<file path="config.mk">
export PLATFORM = sky130hd
export DESIGN_NAME = drive_readback_and_diag_status
export DESIGN_NICKNAME = d
export VERILOG_FILES = /design/src/readback_pkg.sv /design/src/readback_channel.sv /design/src/drive_readback_and_diag_status.sv
export SDC_FILE = /design/constraint.sdc
export NUM_CORES = 1
export LEC_CHECK = 0
export BUFFER_PORTS_ARGS = -buffer_cell sky130_fd_sc_hd__buf_2
export CORE_MARGIN = 4
export CORE_UTILIZATION = 54
export DETAILED_ROUTE_END_ITERATION = 8
export GPL_TIMING_DRIVEN = 0
export PLACE_DENSITY = 0.85
export SYNTH_ARGS = -nofsm -noshare
export SYNTH_HDL_FRONTEND = slang
export SYNTH_SLANG_ARGS = --single-unit
</file>
<file path="constraint.sdc">
create_clock -name clk -period 4.9 [get_ports clk]
set_clock_uncertainty 0.2 [all_clocks]
set_input_delay 0.49 -clock clk [delete_from_list [all_inputs] [get_ports clk]]
set_output_delay 0.49 -clock clk [all_outputs]
set_load 0.05 [all_outputs]
</file>
<file path="src/readback_pkg.sv">
// Shared constants for the readback and diagnostic status block
package readback_pkg;
  localparam int word_w = 16;
  // Mode readback codes
  localparam logic [15:0] mode_code_network = 16'h0000;
  localparam logic [15:0] mode_code_external = 16'h0001;
  localparam logic [15:0] mode_code_panel = 16'h0002;
  // Mode-selection parameter values
  localparam logic [3:0] mode_sel_actual = 4'h0;
  localparam logic [3:0] mode_sel_panel_a = 4'h3;
  localparam logic [3:0] mode_sel_panel_b = 4'h4;
  // Diagnostic error numbers
  localparam logic [15:0] err_none = 16'h0000;
  localparam logic [15:0] err_missing_end = 16'h0faa;
  localparam logic [15:0] err_dup_target = 16'h0fb5;
  localparam logic [15:0] err_bad_operand = 16'h1004;
  localparam logic [15:0] err_range = 16'h1005;
  localparam logic [15:0] err_no_target = 16'h1072;
  localparam logic [15:0] err_watchdog = 16'h1389;
  localparam logic [15:0] err_scan_over = 16'h1392;
  // Number of readback channels
  localparam int chan_count = 3;
  // Fault input bit positions
  localparam int flt_missing_end = 0;
  localparam int flt_dup_target = 1;
  localparam int flt_bad_operand = 2;
  localparam int flt_range = 3;
  localparam int flt_no_target = 4;
  localparam int flt_watchdog = 5;
  localparam int flt_scan_over = 6;
  localparam int flt_count = 7;
  // Reset values
  localparam logic [15:0] word_reset = 16'h0000;
  // Run indicator blink half-period
  localparam real blink_half_ms = 250.0;
  localparam real clk_mhz = 125.0;
  localparam int blink_cycles = int'(blink_half_ms * 1000.0 * clk_mhz);
endpackage : readback_pkg

</file>
<file path="src/readback_channel.sv">
// One handshaked readback channel: edge capture, hold and completion
`timescale 1ns/1ps
`default_nettype none
module readback_channel
  import readback_pkg::*;
#(
  parameter int width = 16
)
(
  // Clock, reset and enable
  input wire logic clk,
  input wire logic rst_n,
  input wire logic ce,
  // Request side
  input wire logic cmd,
  output logic done,
  // Data
  input wire logic [width-1:0] live_value,
  output logic [width-1:0] word
);
  // Refuse widths the capture register cannot serve
  if (width < 1 || width > 32)
  begin : g_bad_width
    $error("readback_channel: width out of range");
  end

  logic cmd_d_ff;
  logic [width-1:0] word_ff;
  logic done_ff;

  always_ff @(posedge clk or negedge rst_n)
  begin
    if (!rst_n)
      cmd_d_ff <= 1'b0;
    else if (ce)
      cmd_d_ff <= cmd;
  end

  always_ff @(posedge clk or negedge rst_n)
  begin
    if (!rst_n)
      word_ff <= '0;
    else if (ce && cmd && !cmd_d_ff)
      word_ff <= live_value;
  end

  always_ff @(posedge clk or negedge rst_n)
  begin
    if (!rst_n)
      done_ff <= 1'b0;
    else if (ce)
      done_ff <= cmd && cmd_d_ff;
  end

  assign done = done_ff;
  assign word = word_ff;
endmodule : readback_channel
`default_nettype wire

</file>
<file path="src/drive_readback_and_diag_status.sv">
// Drive readback channels, diagnostic error word and error-stop control
`timescale 1ns/1ps
`default_nettype none
module drive_readback_and_diag_status
  import readback_pkg::*;
#(
  parameter int out_bits = 16,
  parameter int blink_count = blink_cycles
)
(
  // Clock, reset, enable
  input wire logic clk,
  input wire logic rst_n,
  input wire logic ce,
  // Readback commands and completions
  input wire logic mode_read_cmd,
  output logic mode_read_done,
  input wire logic ram_freq_read_cmd,
  output logic ram_freq_read_done,
  input wire logic stored_freq_read_cmd,
  output logic stored_freq_read_done,
  // Drive settings
  input wire logic [15:0] actual_mode,
  input wire logic [3:0] mode_select_param,
  input wire logic speed_unit_param,
  input wire logic [15:0] ram_freq_setting,
  input wire logic [15:0] stored_freq_setting,
  // Readback words
  output logic [15:0] mode_readback_word,
  output logic [15:0] ram_frequency_readback,
  output logic [15:0] stored_frequency_readback,
  // Program fault reports, one-cycle pulses
  input wire logic [flt_count-1:0] fault_pulse,
  // Sequence outputs and error stop
  input wire logic [out_bits-1:0] program_outputs,
  input wire logic hard_clear_input,
  output logic [out_bits-1:0] output_devices,
  output logic error_stop,
  output logic [15:0] diag_error_word,
  output logic run_indicator
);
  // Refuse sizes the logic cannot serve
  if (out_bits < 1 || blink_count < 1)
  begin : g_bad_param
    $error("drive_readback_and_diag_status: bad parameter");
  end

  logic [15:0] mode_live;
  logic [chan_count-1:0] ch_cmd;
  logic [chan_count-1:0][15:0] ch_live;
  wire [chan_count-1:0] ch_done;
  wire [chan_count-1:0][15:0] ch_word;
  logic [15:0] nxt_err;
  logic [15:0] diag_ff;
  logic stop_ff;
  logic [out_bits-1:0] out_ff;
  logic [31:0] blink_cnt_ff;
  logic blink_ff;
  logic [2:0] clr_sync_ff;

  always_comb
  begin
    if (mode_select_param == mode_sel_panel_a || mode_select_param == mode_sel_panel_b)
      mode_live = mode_code_panel;
    else
      mode_live = actual_mode;
  end

  // Channel 0 mode, 1 RAM frequency, 2 stored frequency
  assign ch_cmd = {stored_freq_read_cmd, ram_freq_read_cmd, mode_read_cmd};

  // stored setting in its own units
  // speed unit chosen upstream by speed_unit_param
  assign ch_live = {stored_freq_setting, ram_freq_setting, mode_live};

  for (genvar g = 0; g < chan_count; g++)
  begin : g_chan
    readback_channel #(.width(16)) u_readback_channel (
      .clk(clk),
      .rst_n(rst_n),
      .ce(ce),
      .cmd(ch_cmd[g]),
      .done(ch_done[g]),
      .live_value(ch_live[g]),
      .word(ch_word[g])
    );
  end

  assign mode_read_done = ch_done[0];
  assign ram_freq_read_done = ch_done[1];
  assign stored_freq_read_done = ch_done[2];
  assign mode_readback_word = ch_word[0];
  assign ram_frequency_readback = ch_word[1];
  assign stored_frequency_readback = ch_word[2];

  // Hard clear comes from a pin
  always_ff @(posedge clk or negedge rst_n)
  begin
    if (!rst_n)
      clr_sync_ff <= 3'b000;
    else if (ce)
      clr_sync_ff <= {clr_sync_ff[1:0], hard_clear_input};
  end

  // Priority encode of fault reports, lowest number first
  always_comb
  begin
    nxt_err = err_none;
    if (fault_pulse[flt_scan_over])
      nxt_err = err_scan_over;
    if (fault_pulse[flt_watchdog])
      nxt_err = err_watchdog;
    if (fault_pulse[flt_no_target])
      nxt_err = err_no_target;
    if (fault_pulse[flt_range])
      nxt_err = err_range;
    if (fault_pulse[flt_bad_operand])
      nxt_err = err_bad_operand;
    if (fault_pulse[flt_dup_target])
      nxt_err = err_dup_target;
    if (fault_pulse[flt_missing_end])
      nxt_err = err_missing_end;
  end

  // cleared only by hard clear or reset, set wins
  always_ff @(posedge clk or negedge rst_n)
  begin
    if (!rst_n)
      diag_ff <= word_reset;
    else if (ce)
    begin
      // A fault in the clear cycle keeps the stop, so it keeps its word
      if (nxt_err != err_none && !stop_ff)
        diag_ff <= nxt_err;
      else if (clr_sync_ff[1] && clr_sync_ff[2] && nxt_err == err_none)
        diag_ff <= word_reset;
    end
  end

  always_ff @(posedge clk or negedge rst_n)
  begin
    if (!rst_n)
      stop_ff <= 1'b0;
    else if (ce)
    begin
      if (nxt_err != err_none)
        stop_ff <= 1'b1;
      else if (clr_sync_ff[1] && clr_sync_ff[2])
        stop_ff <= 1'b0;
    end
  end

  always_ff @(posedge clk or negedge rst_n)
  begin
    if (!rst_n)
      out_ff <= '0;
    else if (ce)
    begin
      if (stop_ff || nxt_err != err_none)
        out_ff <= '0;
      else
        out_ff <= program_outputs;
    end
  end

  always_ff @(posedge clk or negedge rst_n)
  begin
    if (!rst_n)
    begin
      blink_cnt_ff <= 32'h0;
      blink_ff <= 1'b0;
    end
    else if (ce)
    begin
      if (!stop_ff)
      begin
        blink_cnt_ff <= 32'h0;
        blink_ff <= 1'b0;
      end
      else if (blink_cnt_ff >= 32'(blink_count - 1))
      begin
        blink_cnt_ff <= 32'h0;
        blink_ff <= !blink_ff;
      end
      else
        blink_cnt_ff <= blink_cnt_ff + 32'h1;
    end
  end

  assign output_devices = out_ff;
  assign error_stop = stop_ff;
  assign diag_error_word = diag_ff;
  assign run_indicator = stop_ff ? blink_ff : 1'b1;
endmodule : drive_readback_and_diag_status
`default_nettype wire

</file>
# Word-level counts from Yosys, hierarchy flattened
# Cells that the tools add are included.
[op_classes]
magnitude_cmp = 1
addsub = 1
n_reduce_logical = 26
n_eq_ne = 3
muxes = 18
[op_table]
columns = ["cell", "n"]
rows = [
  ["$mux 16", 7],
  ["$mux 32", 2],
  ["$mux 13", 4],
  ["$add 32x1->32 const B", 1],
  ["$ge 32x25->1 const B", 1],
  ["$logic_not 16->1", 1],
  ["$reduce_bool 16->1", 1],
  ["$logic_and 1x1->1", 12],
  ["$reduce_and 2->1", 3],
  ["$logic_not 1->1", 5],
  ["$mux 1", 5],
  ["$eq 4x2->1 const B", 1],
  ["$eq 4x3->1 const B", 1],
  ["$reduce_bool 2->1", 2],
  ["$logic_or 1x1->1", 2],
  ["$ne 2x1->1 const B", 1],
]
[word_totals]
word_cells = 64
regBits = 123

# Logic depth before layout (Yosys ltp)
# Gate-level depths: netlist of run 1.
[depth]
word_depth = 11
depth_mapped = 8
depth_no_buf = 6

# Modules after synthesis
# Synthesis of run 1 repeated with hierarchy kept, for this count alone.
[unflattened]
cells_unflattened = 436
hier_area_um2 = 5350.1
[modules_own_cells]
columns = ["mod", "cells_per_inst", "seq_area_each_um2", "instances", "area_each_um2"]
rows = [
  ["drive_readback_and_diag_status", 316, 1576.5, 1, 3176.8],
  ["readback_channel", 40, 450.4, 3, 724.4],
]

# Worst setup path before layout of run 1
# No wires, ideal clock.
[synth_path]
path_type = "reg-to-reg"
from = "register stop_ff (netlist: error_stop)"
to = "register blink_cnt_ff[25]"
setup_time_ns = 0.073
arrival_ns = 1.967
path_buffers = 3
stages_incl_launch_ff = 9
slack_ns = 2.661
path_cell_list = "dfrtp_1 clkbuf_2 nor4b_1 nand2_1 a2111oi_2 nor3_2 buf_2 buf_6 nor2_1"
[synth_via]
elab_chain_len = 1
[synth_lines]
columns = ["element", "line_no", "source"]
rows = [
  ["from (decl)", "drive_readback_and_diag_status.sv:55", "logic stop_ff;"],
  ["from (signal assigned)", "drive_readback_and_diag_status.sv:143", "stop_ff <= 1'b0;"],
  ["from (signal assigned)", "drive_readback_and_diag_status.sv:147", "stop_ff <= 1'b1;"],
  ["from (signal assigned)", "drive_readback_and_diag_status.sv:149", "stop_ff <= 1'b0;"],
  ["$mux 32", "drive_readback_and_diag_status.sv:175", "if (!stop_ff)"],
  ["to (signal assigned)", "drive_readback_and_diag_status.sv:186", "blink_cnt_ff <= blink_cnt_ff + 32'h1;"],
  ["to (decl)", "drive_readback_and_diag_status.sv:57", "logic [31:0] blink_cnt_ff;"],
]
# No other way between the ends.
# A chain may end at the register's enable or synchronous reset.

# Final worst setup path of run 1
[layout_path]
from = "register blink_cnt_ff[0]"
to = "register blink_cnt_ff[29]"
[layout_via]
elab_chain_len = 3
elab_cells_between_ends = 4
cone_classes = "add/sub (1); order compare (1); mux (2)"
[layout_lines]
columns = ["element", "line_no", "source"]
rows = [
  ["$add 32x1->32 / $ge 32x25->1 (equally long branches)", "drive_readback_and_diag_status.sv:186, drive_readback_and_diag_status.sv:180", ""],
  ["$mux 32 (*)", "drive_readback_and_diag_status.sv:180", "else if (blink_cnt_ff >= 32'(blink_count - 1))"],
  ["$mux 32 (*)", "drive_readback_and_diag_status.sv:175", ""],
]
# Every way passes the cells marked *; elsewhere a longest branch is shown, timed or not.

==> impl_metrics.yaml, run 1 <==
clocking:
  tritoncts: "yes"
  root_buffer: "clkbuf_8"
  clock_path_buffers: 2
  cts_made_buffers: 17
  clkSlewWorstSetupHoldPaths_ns: 0.06
  cts_sinks: 117
  htreeDepth: 4
  clkLatencyLatePin_ns: 0.53
  cts_resized: 0
routing:
  vias: 4836
  drt_iter0_markers: 576
  routed_via_density: 6.30
  routed_wl_um: 18600
  ant_nets: 0
  drc_errors: 0
  firstDrtPassIters: 8
  wl_per_cell_um: 24.3
power_and_ir_drop:
  intPower_mw: 2.24
  switching_share_pct: 38.4
  power_density_nw_per_um2: 515
  power_frac_comb_pct: 28.2
  power_switching_mw: 1.39
  power_leakage_nw: 3.47
  ir_drop_uv: 379
  pwr-share-clk_pct: 37.5
  seq_power_share_pct: 34.3
place:
  place.gp.congestion: 0.829
  dp_cells: 692
  port_buffers: 163
  post-place-ws_ns: 2.44
  dp_hpwl_um: 9450
outcome:
  status: "finished, final reports clean"
critical_path:
  cp-end-kind: "flip-flop"
  cp.required_ns: 5.10
  path_class: "reg -> reg"
  worstPathArrival_ns: 2.62
  start_kind: "flip-flop"
  path_max_fanout: 10
synthesis:
  ys_ff_latch: 117
  yosys.cell_types.count: 49
  synthesis.area_um2: 5000
  synth_cells: 418
  syn_area_per_cell_um2: 12.0
  ys_seq_area_share_pct: 58.6
  ys_warn_count: 0
sta:
  finalMaxSlewViolations: 0
  fmax_mhz: 414
  hold_viol: 0
  period_needed_ns: 2.42
  setup_viol: 0
  rsz0062_at_grt: "false"
  setup-tns-final_ns: 0
  tightest_slew_ns: 0.670
  period_share_pct: 49.3
  relSlewSlack_pct: 54.9
  fin_ws_ns: 2.48
final_layout:
  final_common_cell: "buf_2"
  stdcell_count: 768
  syn_to_final_growth_pct: 41.2
  drive_gt1_share_pct: 39.1
  post-route-util_pct: 79.8
  most-common-layout-cells: "buf_2 (166), dfrtp_1 (117), dlygate4sd3_1 (44)"
  nNetsFinal: 731
  n_antenna_cell: 0
floorplan:
  io_pins: 168
  die_h_um: 104
  core_area_um2: 8850
  start_util_pct: 56.5
  fp-row-count: 34
  dieArea_um2: 10900
  die_w_um: 104
global_route:
  grt_pass1_wl_um: 28800
  grt_pass1_vias: 5055
  grtUsageTotal_pct: 34.2
  grt_max_degree: 78
  gr-total-overflow: 0
  antenna_found_initial: 0
run:
  drv_cap: 0
min_path:
  worst_hold_path_type: "in -> reg"
==> critical path, stage by stage, from the launching register on <==
cell       delay (ns)
dfrtp_1          0.43
ha_1             0.28
nand3_1          0.11
a211oi_1         0.36
a2111oi_2        0.16
nor3_2           0.20
buf_2            0.27
buf_6            0.19
nor2_1           0.07
==> synthesized netlist by cell type, drive strengths merged <==
cell / instances / share of area, %
o21ai: 10 / 1.0
a31oi: 2 / 0.25
and2: 1 / 0.13
nor2: 42 / 3.2
clkbuf: 8 / 0.63
or2: 2 / 0.25
xnor2: 10 / 1.8
nor4b: 3 / 0.53
a21o: 3 / 0.45
nor4: 5 / 0.75
o211ai: 3 / 0.45
and4: 2 / 0.35
and3: 7 / 0.88
buf: 12 / 1.6
nand3b: 4 / 0.60
inv: 10 / 0.75
nor2b: 2 / 0.25
mux2i: 2 / 0.40
a211o: 1 / 0.18
o21a: 1 / 0.15
a211oi: 3 / 0.45
nand2b: 2 / 0.25
nand2: 19 / 1.4
xor2: 11 / 1.9
dfrtp: 117 / 59
nor3: 12 / 1.4
a22o: 32 / 5.6
a311o: 1 / 0.20
conb: 1 / 0.075
mux2: 40 / 9.0
or3: 3 / 0.38
ha: 1 / 0.25
nand3: 19 / 2.0
nand4: 4 / 0.63
o2bb2ai: 7 / 1.2
or4: 1 / 0.23
a21oi: 12 / 1.2
a41oi: 1 / 0.18
a2111oi: 2 / 0.48
==> area by class of cell <==
cell class	count	area, um2
Buffer	20	111
Fill cell	426	1790
Inverter	10	37.5
Clock inverter	15	216
Multi-Input combinational cell	273	1930
Clock buffer	17	414
Sequential cell	117	2930
Timing Repair Buffer	208	1290
Tap cell	108	135
==> power by group through the flow <==
stage | logic [mW] | clock network [mW] | registers [mW]
after floorplan | 0.283 | 0 | 1.62
after global placement | 0.925 | 0 | 1.22
after detailed placement | 0.948 | 0 | 1.23
after CTS | 0.986 | 1.34 | 1.22
after global routing | 1.05 | 1.41 | 1.25
final | 1.02 | 1.36 | 1.25
==> state kept, by name, indices dropped and copies added, names as in the netlist <==
| name | cells |
|---|---|
| error_stop | 1 |
| clr_sync_ff | 3 |
| g_chan.u_readback_channel.done | 3 |
| g_chan.u_readback_channel.word | 48 |
| g_chan.u_readback_channel.cmd_d_ff | 3 |
| blink_ff | 1 |
| blink_cnt_ff | 32 |
| output_devices | 16 |
| diag_error_word | 10 |
==> layer usage <==
| metal | wire length (um) | part of all wire (%) | GRT usage [%] |
|---|---|---|---|
| met4 | 1050 | 5.6 | 16.9 |
| met3 | 1820 | 9.8 | 10.4 |
| met2 | 9300 | 50 | 59.2 |
| met1 | 6480 | 35 | 38.3 |
| met5 | 0 | 0 | 0 |
==> logic make-up after synthesis <==
| logic type | synth area share [%] |
|---|---|
| other | 0.0750 |
| xor gates and xnor gates | 3.68 |
| and+or+nand+nor | 13.2 |
| muxes | 9.41 |
| buffers and inverters | 2.98 |
| DFF | 58.6 |
| AOI/OAI and AO/OA | 11.8 |
| adders and majority gates | 0.250 |
==> path summary, 6_finish.rpt <==
kind	startpoint	end	cells past startpoint	slack [ns]
min in group asynchronous	rst_n	diag_error_word[9]	2	0.31
setup reg to reg	blink_cnt_ff[0]	blink_cnt_ff[29]	8	2.48
setup / recovery	blink_cnt_ff[0]	blink_cnt_ff[29]	8	2.48
max in group asynchronous	rst_n	g_chan[2].u_readback_channel.done	3	3.43
hold reg to reg	diag_error_word[5]	diag_error_word[5]	1	0.30
hold / removal	ram_freq_setting[2]	g_chan[1].u_readback_channel.word[2]	2	0.004
==> through the flow <==
stage,hold WS (ns),cell area [um2],total power [mW]
2_1_floorplan,-0.00559,5010,1.91
3_3_place_gp,0.272,5960,2.14
3_5_place_dp,0.282,5990,2.18
4_1_cts,0.00398,7040,3.55
5_1_grt,0.00114,7060,3.72
6_report,0.00441,7060,3.63
==> repair_timing <==
action | 4_1_cts | 5_1_grt
endpoints found under the hold margin | 81 | 2
hold buffers | 42 | 2
setup buffers | 0 | 0
(Power assumes the default switching activity.)
==> run 2: changes to the inputs <==
--- a/config.mk
+++ b/config.mk
@@ -5,12 +5,13 @@
 export SDC_FILE = /design/constraint.sdc
 export NUM_CORES = 1
 export LEC_CHECK = 0
+export ABC_AREA = 1
 export BUFFER_PORTS_ARGS = -buffer_cell sky130_fd_sc_hd__buf_2
 export CORE_MARGIN = 4
-export CORE_UTILIZATION = 54
+export CORE_UTILIZATION = 51
 export DETAILED_ROUTE_END_ITERATION = 8
 export GPL_TIMING_DRIVEN = 0
-export PLACE_DENSITY = 0.85
+export PLACE_DENSITY = 0.8
 export SYNTH_ARGS = -nofsm -noshare
 export SYNTH_HDL_FRONTEND = slang
 export SYNTH_SLANG_ARGS = --single-unit
==> constraint.sdc (replaced) <==
create_clock -name clk -period 2.5 [get_ports clk]
set_clock_uncertainty 0.2 [all_clocks]
set_input_delay 0.25 -clock clk [delete_from_list [all_inputs] [get_ports clk]]
set_output_delay 0.25 -clock clk [all_outputs]
set_load 0.05 [all_outputs]
==> run 2 against run 1 <==
Compared with the run above: setup slack lost 2.4 ns; sequential power up 83%; clock power grew 75%; combinational power up 72%; largest cell class unchanged.
==> impl_metrics.yaml, run 2 <==
power_and_ir_drop:
  switching_share_pct: 36.3
  intPower_mw: 4.09
  power_density_nw_per_um2: 811
  power_leakage_nw: 3.94
  seq_power_share_pct: 35.7
  ir_drop_uv: 570
  power_frac_comb_pct: 27.3
  power_switching_mw: 2.33
  pwr-share-clk_pct: 37.0
synthesis:
  ys.flop_type: "dfrtp_1"
  synth-adder-area-share_pct: 0.236
  synth_enable_flop_cells: 0
  yosys.area_share.simple_pct: 22.4
  synth_top_family_by_area: "simple AND/OR/NAND/NOR gates"
  netlist.area_leader.share_pct: 55.2
  ys_ff_latch: 117
  ys_warn_count: 0
  synth_cells: 579
  synth.area.mux_share_pct: 6.79
  ys_seq_area_share_pct: 55.2
  syn_area_per_cell_um2: 9.16
  synthesis.area_um2: 5300
  yosysMostFrequentCell: "nand2_1"
  synth_compound_area_share_pct: 6.11
  synthArstFlopShare_pct: 100
  synth_xor_area_share_pct: 2.48
  yosys.cell_types.count: 34
  synth_area_leader_cell: "dfrtp_1"
  synthTopCellsByCount: "nand2_1 (155), dfrtp_1 (117), nor2_1 (53)"
  synthTopCellsByArea: "dfrtp_1 (55%), nand2_1 (11%), mux2_2 (6.8%)"
min_path:
  hp-start: "fault_pulse[4]"
  holdPathEnd: "diag_error_word[9]"
  worst_hold_path_type: "in -> reg"
  holdPathStages: 6
place:
  port_buffers: 163
  placed_cell_area_um2: 6320
  place.gp.congestion: 0.887
  dp_hpwl_um: 9870
routing:
  vias: 5855
  ant_nets: 0
  firstDrtPassIters: 8
  routed_wl_um: 20800
  wl_per_cell_um: 20.5
  drt_iter0_markers: 670
  drc_errors: 0
  routed_via_density: 5.78
critical_path:
  r2r.worst_path.cells: 5
  crit_path_top_delay_cell: "dlygate4sd3_1"
  start_kind: "input pin"
  cp.required_ns: 2.77
  cp-end-kind: "flip-flop"
  r2r-end: "g_chan[0].u_readback_channel.word[5]"
  worstPathCellList: "dlygate4sd3_1, buf_2, nand2_2, nor2_4, nand2_1, dlygate4sd3_1, o21ai_1, dlygate4sd3_1"
  crit_buf_inv: 4
  cpPeakStageDelay_ns: 0.58
  regToRegSetupSlack_ns: 0.16
  path_max_fanout: 7
  r2r_start: "g_chan[0].u_readback_channel.cmd_d_ff"
  worstPathArrival_ns: 2.65
  path_class: "in -> reg"
  critical_path.top_delay_family: "buffers and inverters"
  crit_path_frequent_cell: "dlygate4sd3_1"
floorplan:
  core_area_um2: 9950
  dieArea_um2: 12100
  start_util_pct: 53.3
  die_h_um: 110
  fp-row-count: 36
  io_pins: 168
  die_w_um: 110
final_layout:
  syn_to_final_growth_pct: 49.3
  most-common-layout-cells: "buf_2 (168), nand2_1 (154), dfrtp_1 (117)"
  drive_gt1_share_pct: 31.3
  nFillCells: 499
  n_antenna_cell: 0
  largest_reg_flops: 48
  nNetsFinal: 951
  final_common_cell: "buf_2"
  fin_area_um2: 7920
clocking:
  cts_sinks: 117
  clkSlewWorstSetupHoldPaths_ns: 0.06
  cts_made_buffers: 17
  clock_path_buffers: 2
  tritoncts: "yes"
  htreeDepth: 4
  root_buffer: "clkbuf_8"
  clkLatencyLatePin_ns: 0.53
global_route:
  gr-total-overflow: 0
  grtUsageTotal_pct: 35.4
  antenna_found_initial: 0
  grt_pass1_vias: 6010
  grt_pass1_wl_um: 32100
  grt_max_degree: 64
sta:
  period_share_pct: 95.4
  finalMaxSlewViolations: 0
  rsz0062_at_grt: "false"
  period_needed_ns: 2.38
  fmax_mhz: 419
  hold_viol: 0
  setup-tns-final_ns: 0
  setup_viol: 0
  tightest_slew_ns: 0.725
  relSlewSlack_pct: 51.6
run:
  drv_cap: 0
outcome:
  status: "finished, final reports clean"
## run 2: cell count changes after synthesis, sizes merged, moves of 8 or more
| cell | before | now |
|---|---|---|
| a21oi | 12 | 3 |
| mux2 | 40 | 32 |
| nor2 | 42 | 68 |
| inv | 10 | 54 |
| nand3 | 19 | 27 |
| a22o | 32 | 0 |
| nand2 | 19 | 158 |
| o21ai | 10 | 58 |
## run 2: how the worst max path moves through the flow
stage / end / slack (ns) / depth (start not counted) / from
after global placement: g_chan[1].u_readback_channel.word[3] / -0.36 / 1 / rst_n
after detailed placement: blink_cnt_ff[18] / 0.62 / 9 / blink_cnt_ff[0]
after floorplan: output_devices[10] / 0.84 / 4 / error_stop
after global routing: g_chan[0].u_readback_channel.word[2] / 0.04 / 8 / mode_read_cmd
after CTS: g_chan[0].u_readback_channel.word[0] / 0.26 / 5 / g_chan[0].u_readback_channel.cmd_d_ff
final: g_chan[0].u_readback_channel.word[5] / 0.12 / 8 / mode_read_cmd
## run 2: worst reg2reg max path: stages, from the launching register on
cell           delay, ns
dfrtp_1             0.42
nor2_4              0.21
nand2_1             0.07
dlygate4sd3_1       0.58
o21ai_1             0.22
dlygate4sd3_1       0.58
## run 2: timing repair
item | 4_1_cts | 5_1_grt
setup buffers | 0 | 1
endpoints found under the hold margin | 137 | 0
hold buffers | 102 | 0
endpoints found under the setup margin | 0 | 3
resized for setup | 0 | 3
## run 2: cells by family (layout without fill, tap and decap cells)
| logic type | Yosys count | in the layout |
|---|---|---|
| buffers and inverters | 76 | 375 |
| adders and majority gates | 1 | 1 |
| AOI/OAI and AO/OA | 63 | 63 |
| xor gates and xnor gates | 15 | 15 |
| and+or+nand+nor | 274 | 274 |
| other | 1 | 3 |
| DFF | 117 | 117 |
| muxes | 32 | 32 |
## run 2: layout make-up
type	instances	area, um2	area share [%]
buffer	22	151	1.91
clock buffer	19	432	5.45
clock inverter	13	133	1.67
inverter	54	205	2.59
multi-input combinational	388	2030	25.6
sequential	117	2930	37.0
tap	133	166	2.10
timing repair buffer	267	1870	23.7
## run 2: power groups by stage
stage / Clock [mW] / Sequential [mW] / Combinational, mW
2_1_floorplan: 0 / 2.94 / 0.372
3_3_place_gp: 0 / 2.26 / 1.44
3_5_place_dp: 0 / 2.27 / 1.48
4_1_cts: 2.33 / 2.25 / 1.67
5_1_grt: 2.45 / 2.31 / 1.82
6_report: 2.38 / 2.29 / 1.75
## run 2: metrics by stage
| stage | total power [mW] | hold WS, ns | setup WS, ns | util (%) | std cells |
|---|---|---|---|---|---|
| after global placement | 3.70 | 0.255 | -0.364 | 63.2 | 877 |
| after floorplan | 3.31 | -0.246 | 0.835 | - | 581 |
| after global routing | 6.58 | 0.0714 | 0.0416 | 79.6 | 1013 |
| final | 6.42 | 0.0446 | 0.116 | 79.6 | 1013 |
| after CTS | 6.24 | 0.0252 | 0.259 | 79.4 | 1012 |
| after detailed placement | 3.75 | 0.151 | 0.616 | 63.5 | 878 |
## run 2: layer usage
metal  GRT usage [%]  vias up  share of wire [%]
met5               0        -                  0
met1            40.3     2751                 34
met2            58.2      535                 49
li1                -     2421                  -
met3            9.61      148                9.9
met4            23.8        0                7.2
==> run 3: changes to the inputs <==
--- a/config.mk
+++ b/config.mk
@@ -11,7 +11,7 @@
 export CORE_UTILIZATION = 51
 export DETAILED_ROUTE_END_ITERATION = 8
 export GPL_TIMING_DRIVEN = 0
-export PLACE_DENSITY = 0.8
+export PLACE_DENSITY = 0.86
 export SYNTH_ARGS = -nofsm -noshare
 export SYNTH_HDL_FRONTEND = slang
 export SYNTH_SLANG_ARGS = --single-unit
==> run 3 against run 2 <==
Compared with the run above: flip-flop and latch count did not move; utilization fell by 2.1 points; largest power group unchanged; global-route usage rose by 1.4 points; total power fell by 2.0%; clock-buffer cell count fell by 1; worst hold slack got worse by 0.0094 ns; sequential power barely moved.
==> impl_metrics.yaml, run 3 (synthesis gave the netlist of run 2 again) <==
final_layout:
  stdcell_count: 995
  largest_reg_flops: 48
  nFillCells: 510
  final_common_cell: "buf_2"
  most-common-layout-cells: "buf_2 (168), nand2_1 (155), dfrtp_1 (117)"
  post-route-util_pct: 77.5
  syn_to_final_growth_pct: 45.4
  drive_gt1_share_pct: 32.4
  n_antenna_cell: 0
  nNetsFinal: 933
floorplan:
  fp-row-count: 36
  die_w_um: 110
  die_h_um: 110
  io_pins: 168
  start_util_pct: 53.3
  core_area_um2: 9950
  dieArea_um2: 12100
routing:
  routed_via_density: 5.94
  routed_wl_um: 21600
  drc_errors: 0
  vias: 5909
  wl_per_cell_um: 21.7
  drt_iter0_markers: 827
  ant_nets: 0
  firstDrtPassIters: 7
global_route:
  grt_max_degree: 60
  grtUsageTotal_pct: 36.8
  antenna_found_initial: 0
  grt_pass1_wl_um: 32800
  grt_pass1_vias: 6093
  gr-total-overflow: 0
sta:
  setup_viol: 0
  rsz0062_at_grt: "false"
  hold_viol: 0
  relSlewSlack_pct: 47.1
  whs_ns: 0.0352
  period_share_pct: 96.7
  finalMaxSlewViolations: 0
  fin_ws_ns: 0.0819
  tightest_slew_ns: 0.793
  fmax_mhz: 414
  period_needed_ns: 2.42
power_and_ir_drop:
  ir_drop_uv: 986
  total_power_mw: 6.30
  power_leakage_nw: 3.86
  power_density_nw_per_um2: 816
min_path:
  hp-start: "mode_select_param[2]"
  holdPathStages: 4
  worst_hold_path_type: "in -> reg"
  holdPathEnd: "g_chan[0].u_readback_channel.word[2]"
critical_path:
  worstPathArrival_ns: 2.61
  path_max_fanout: 3
  r2r.worst_path.cells: 9
  cpPeakStageDelay_ns: 0.57
  crit_path_frequent_cell: "dlygate4sd3_1"
  crit_path_top_delay_cell: "dlygate4sd3_1"
  worstPathCellList: "dlygate4sd3_1, buf_2, nor2_2, dlygate4sd3_1, nand4_1, nand2_1, buf_4, dlygate4sd3_1, o21ai_0"
  regToRegSetupSlack_ns: 0.33
  path_class: "in -> reg"
  start_kind: "input pin"
  cp.required_ns: 2.69
  r2r-end: "blink_cnt_ff[18]"
  r2r_start: "blink_cnt_ff[0]"
  cp-end-kind: "flip-flop"
place:
  dp_cells: 878
  place.gp.congestion: 0.898
  port_buffers: 163
  dp_hpwl_um: 10300
  post-place-ws_ns: 0.565
clocking:
  htreeDepth: 4
  tritoncts: "yes"
  cts_made_buffers: 17
  clkSlewWorstSetupHoldPaths_ns: 0.06
  clkLatencyLatePin_ns: 0.53
  clock_path_buffers: 2
  cts_sinks: 117
  root_buffer: "clkbuf_8"
run:
  drv_cap: 0
outcome:
  status: "finished, final reports clean"
-- run 3: timing repair --
action                                  CTS  global route
buffers inserted                          0             3
gates resized for setup                   0             6
endpoints found under the setup margin    0             5
endpoints found under the hold margin   141             0
hold buffers                             83             0
-- run 3: how the worst max path moves through the flow --
stage | start | end | slack [ns] | cells past startpoint
2_1_floorplan | error_stop | output_devices[10] | 0.84 | 4
3_5_place_dp | blink_cnt_ff[0] | blink_cnt_ff[18] | 0.56 | 9
5_1_grt | fault_pulse[5] | output_devices[9] | 0.02 | 9
4_1_cts | fault_pulse[5] | diag_error_word[1] | 0.10 | 10
3_3_place_gp | rst_n | g_chan[2].u_readback_channel.word[1] | -0.35 | 1
6_report | fault_pulse[5] | error_stop | 0.08 | 9
-- run 3: layer usage --
metal	track usage (%)	wire length (um)
met5	0	0
met4	27.6	1790
met3	10.6	2470
met2	61.9	10500
met1	38.9	6860
-- run 3: critical path, delay by kind of cell --
family          cells  cell delay, ns
buf+inv             5            1.91
simple gates        3            0.39
compound gates      1            0.08
-- run 3: cell type report --
cell class	count	area [um2]	share of cell area, %
clock buffers	18	418	5.42
clock inverters	14	119	1.54
multi-input cells	388	2030	26.4
inverters	54	205	2.66
well taps	133	166	2.16
flip-flops and latches	117	2930	38.0
plain buffers	22	153	1.98
repair buffers	249	1690	21.9
-- run 3: metrics by stage --
step	setup TNS, ns	instance area, um2
after floorplan	0	5310
after global placement	-40.11	6290
after detailed placement	0	6320
after CTS	0	7690
after global routing	0	7710
final	0	7710
-- run 3: where the power goes --
group | switching, mW | internal (mW) | leakage (nW)
registers | 0.178 | 2.11 | 1.51
clock network | 1.07 | 1.25 | 0.253
logic | 1.21 | 0.469 | 2.10
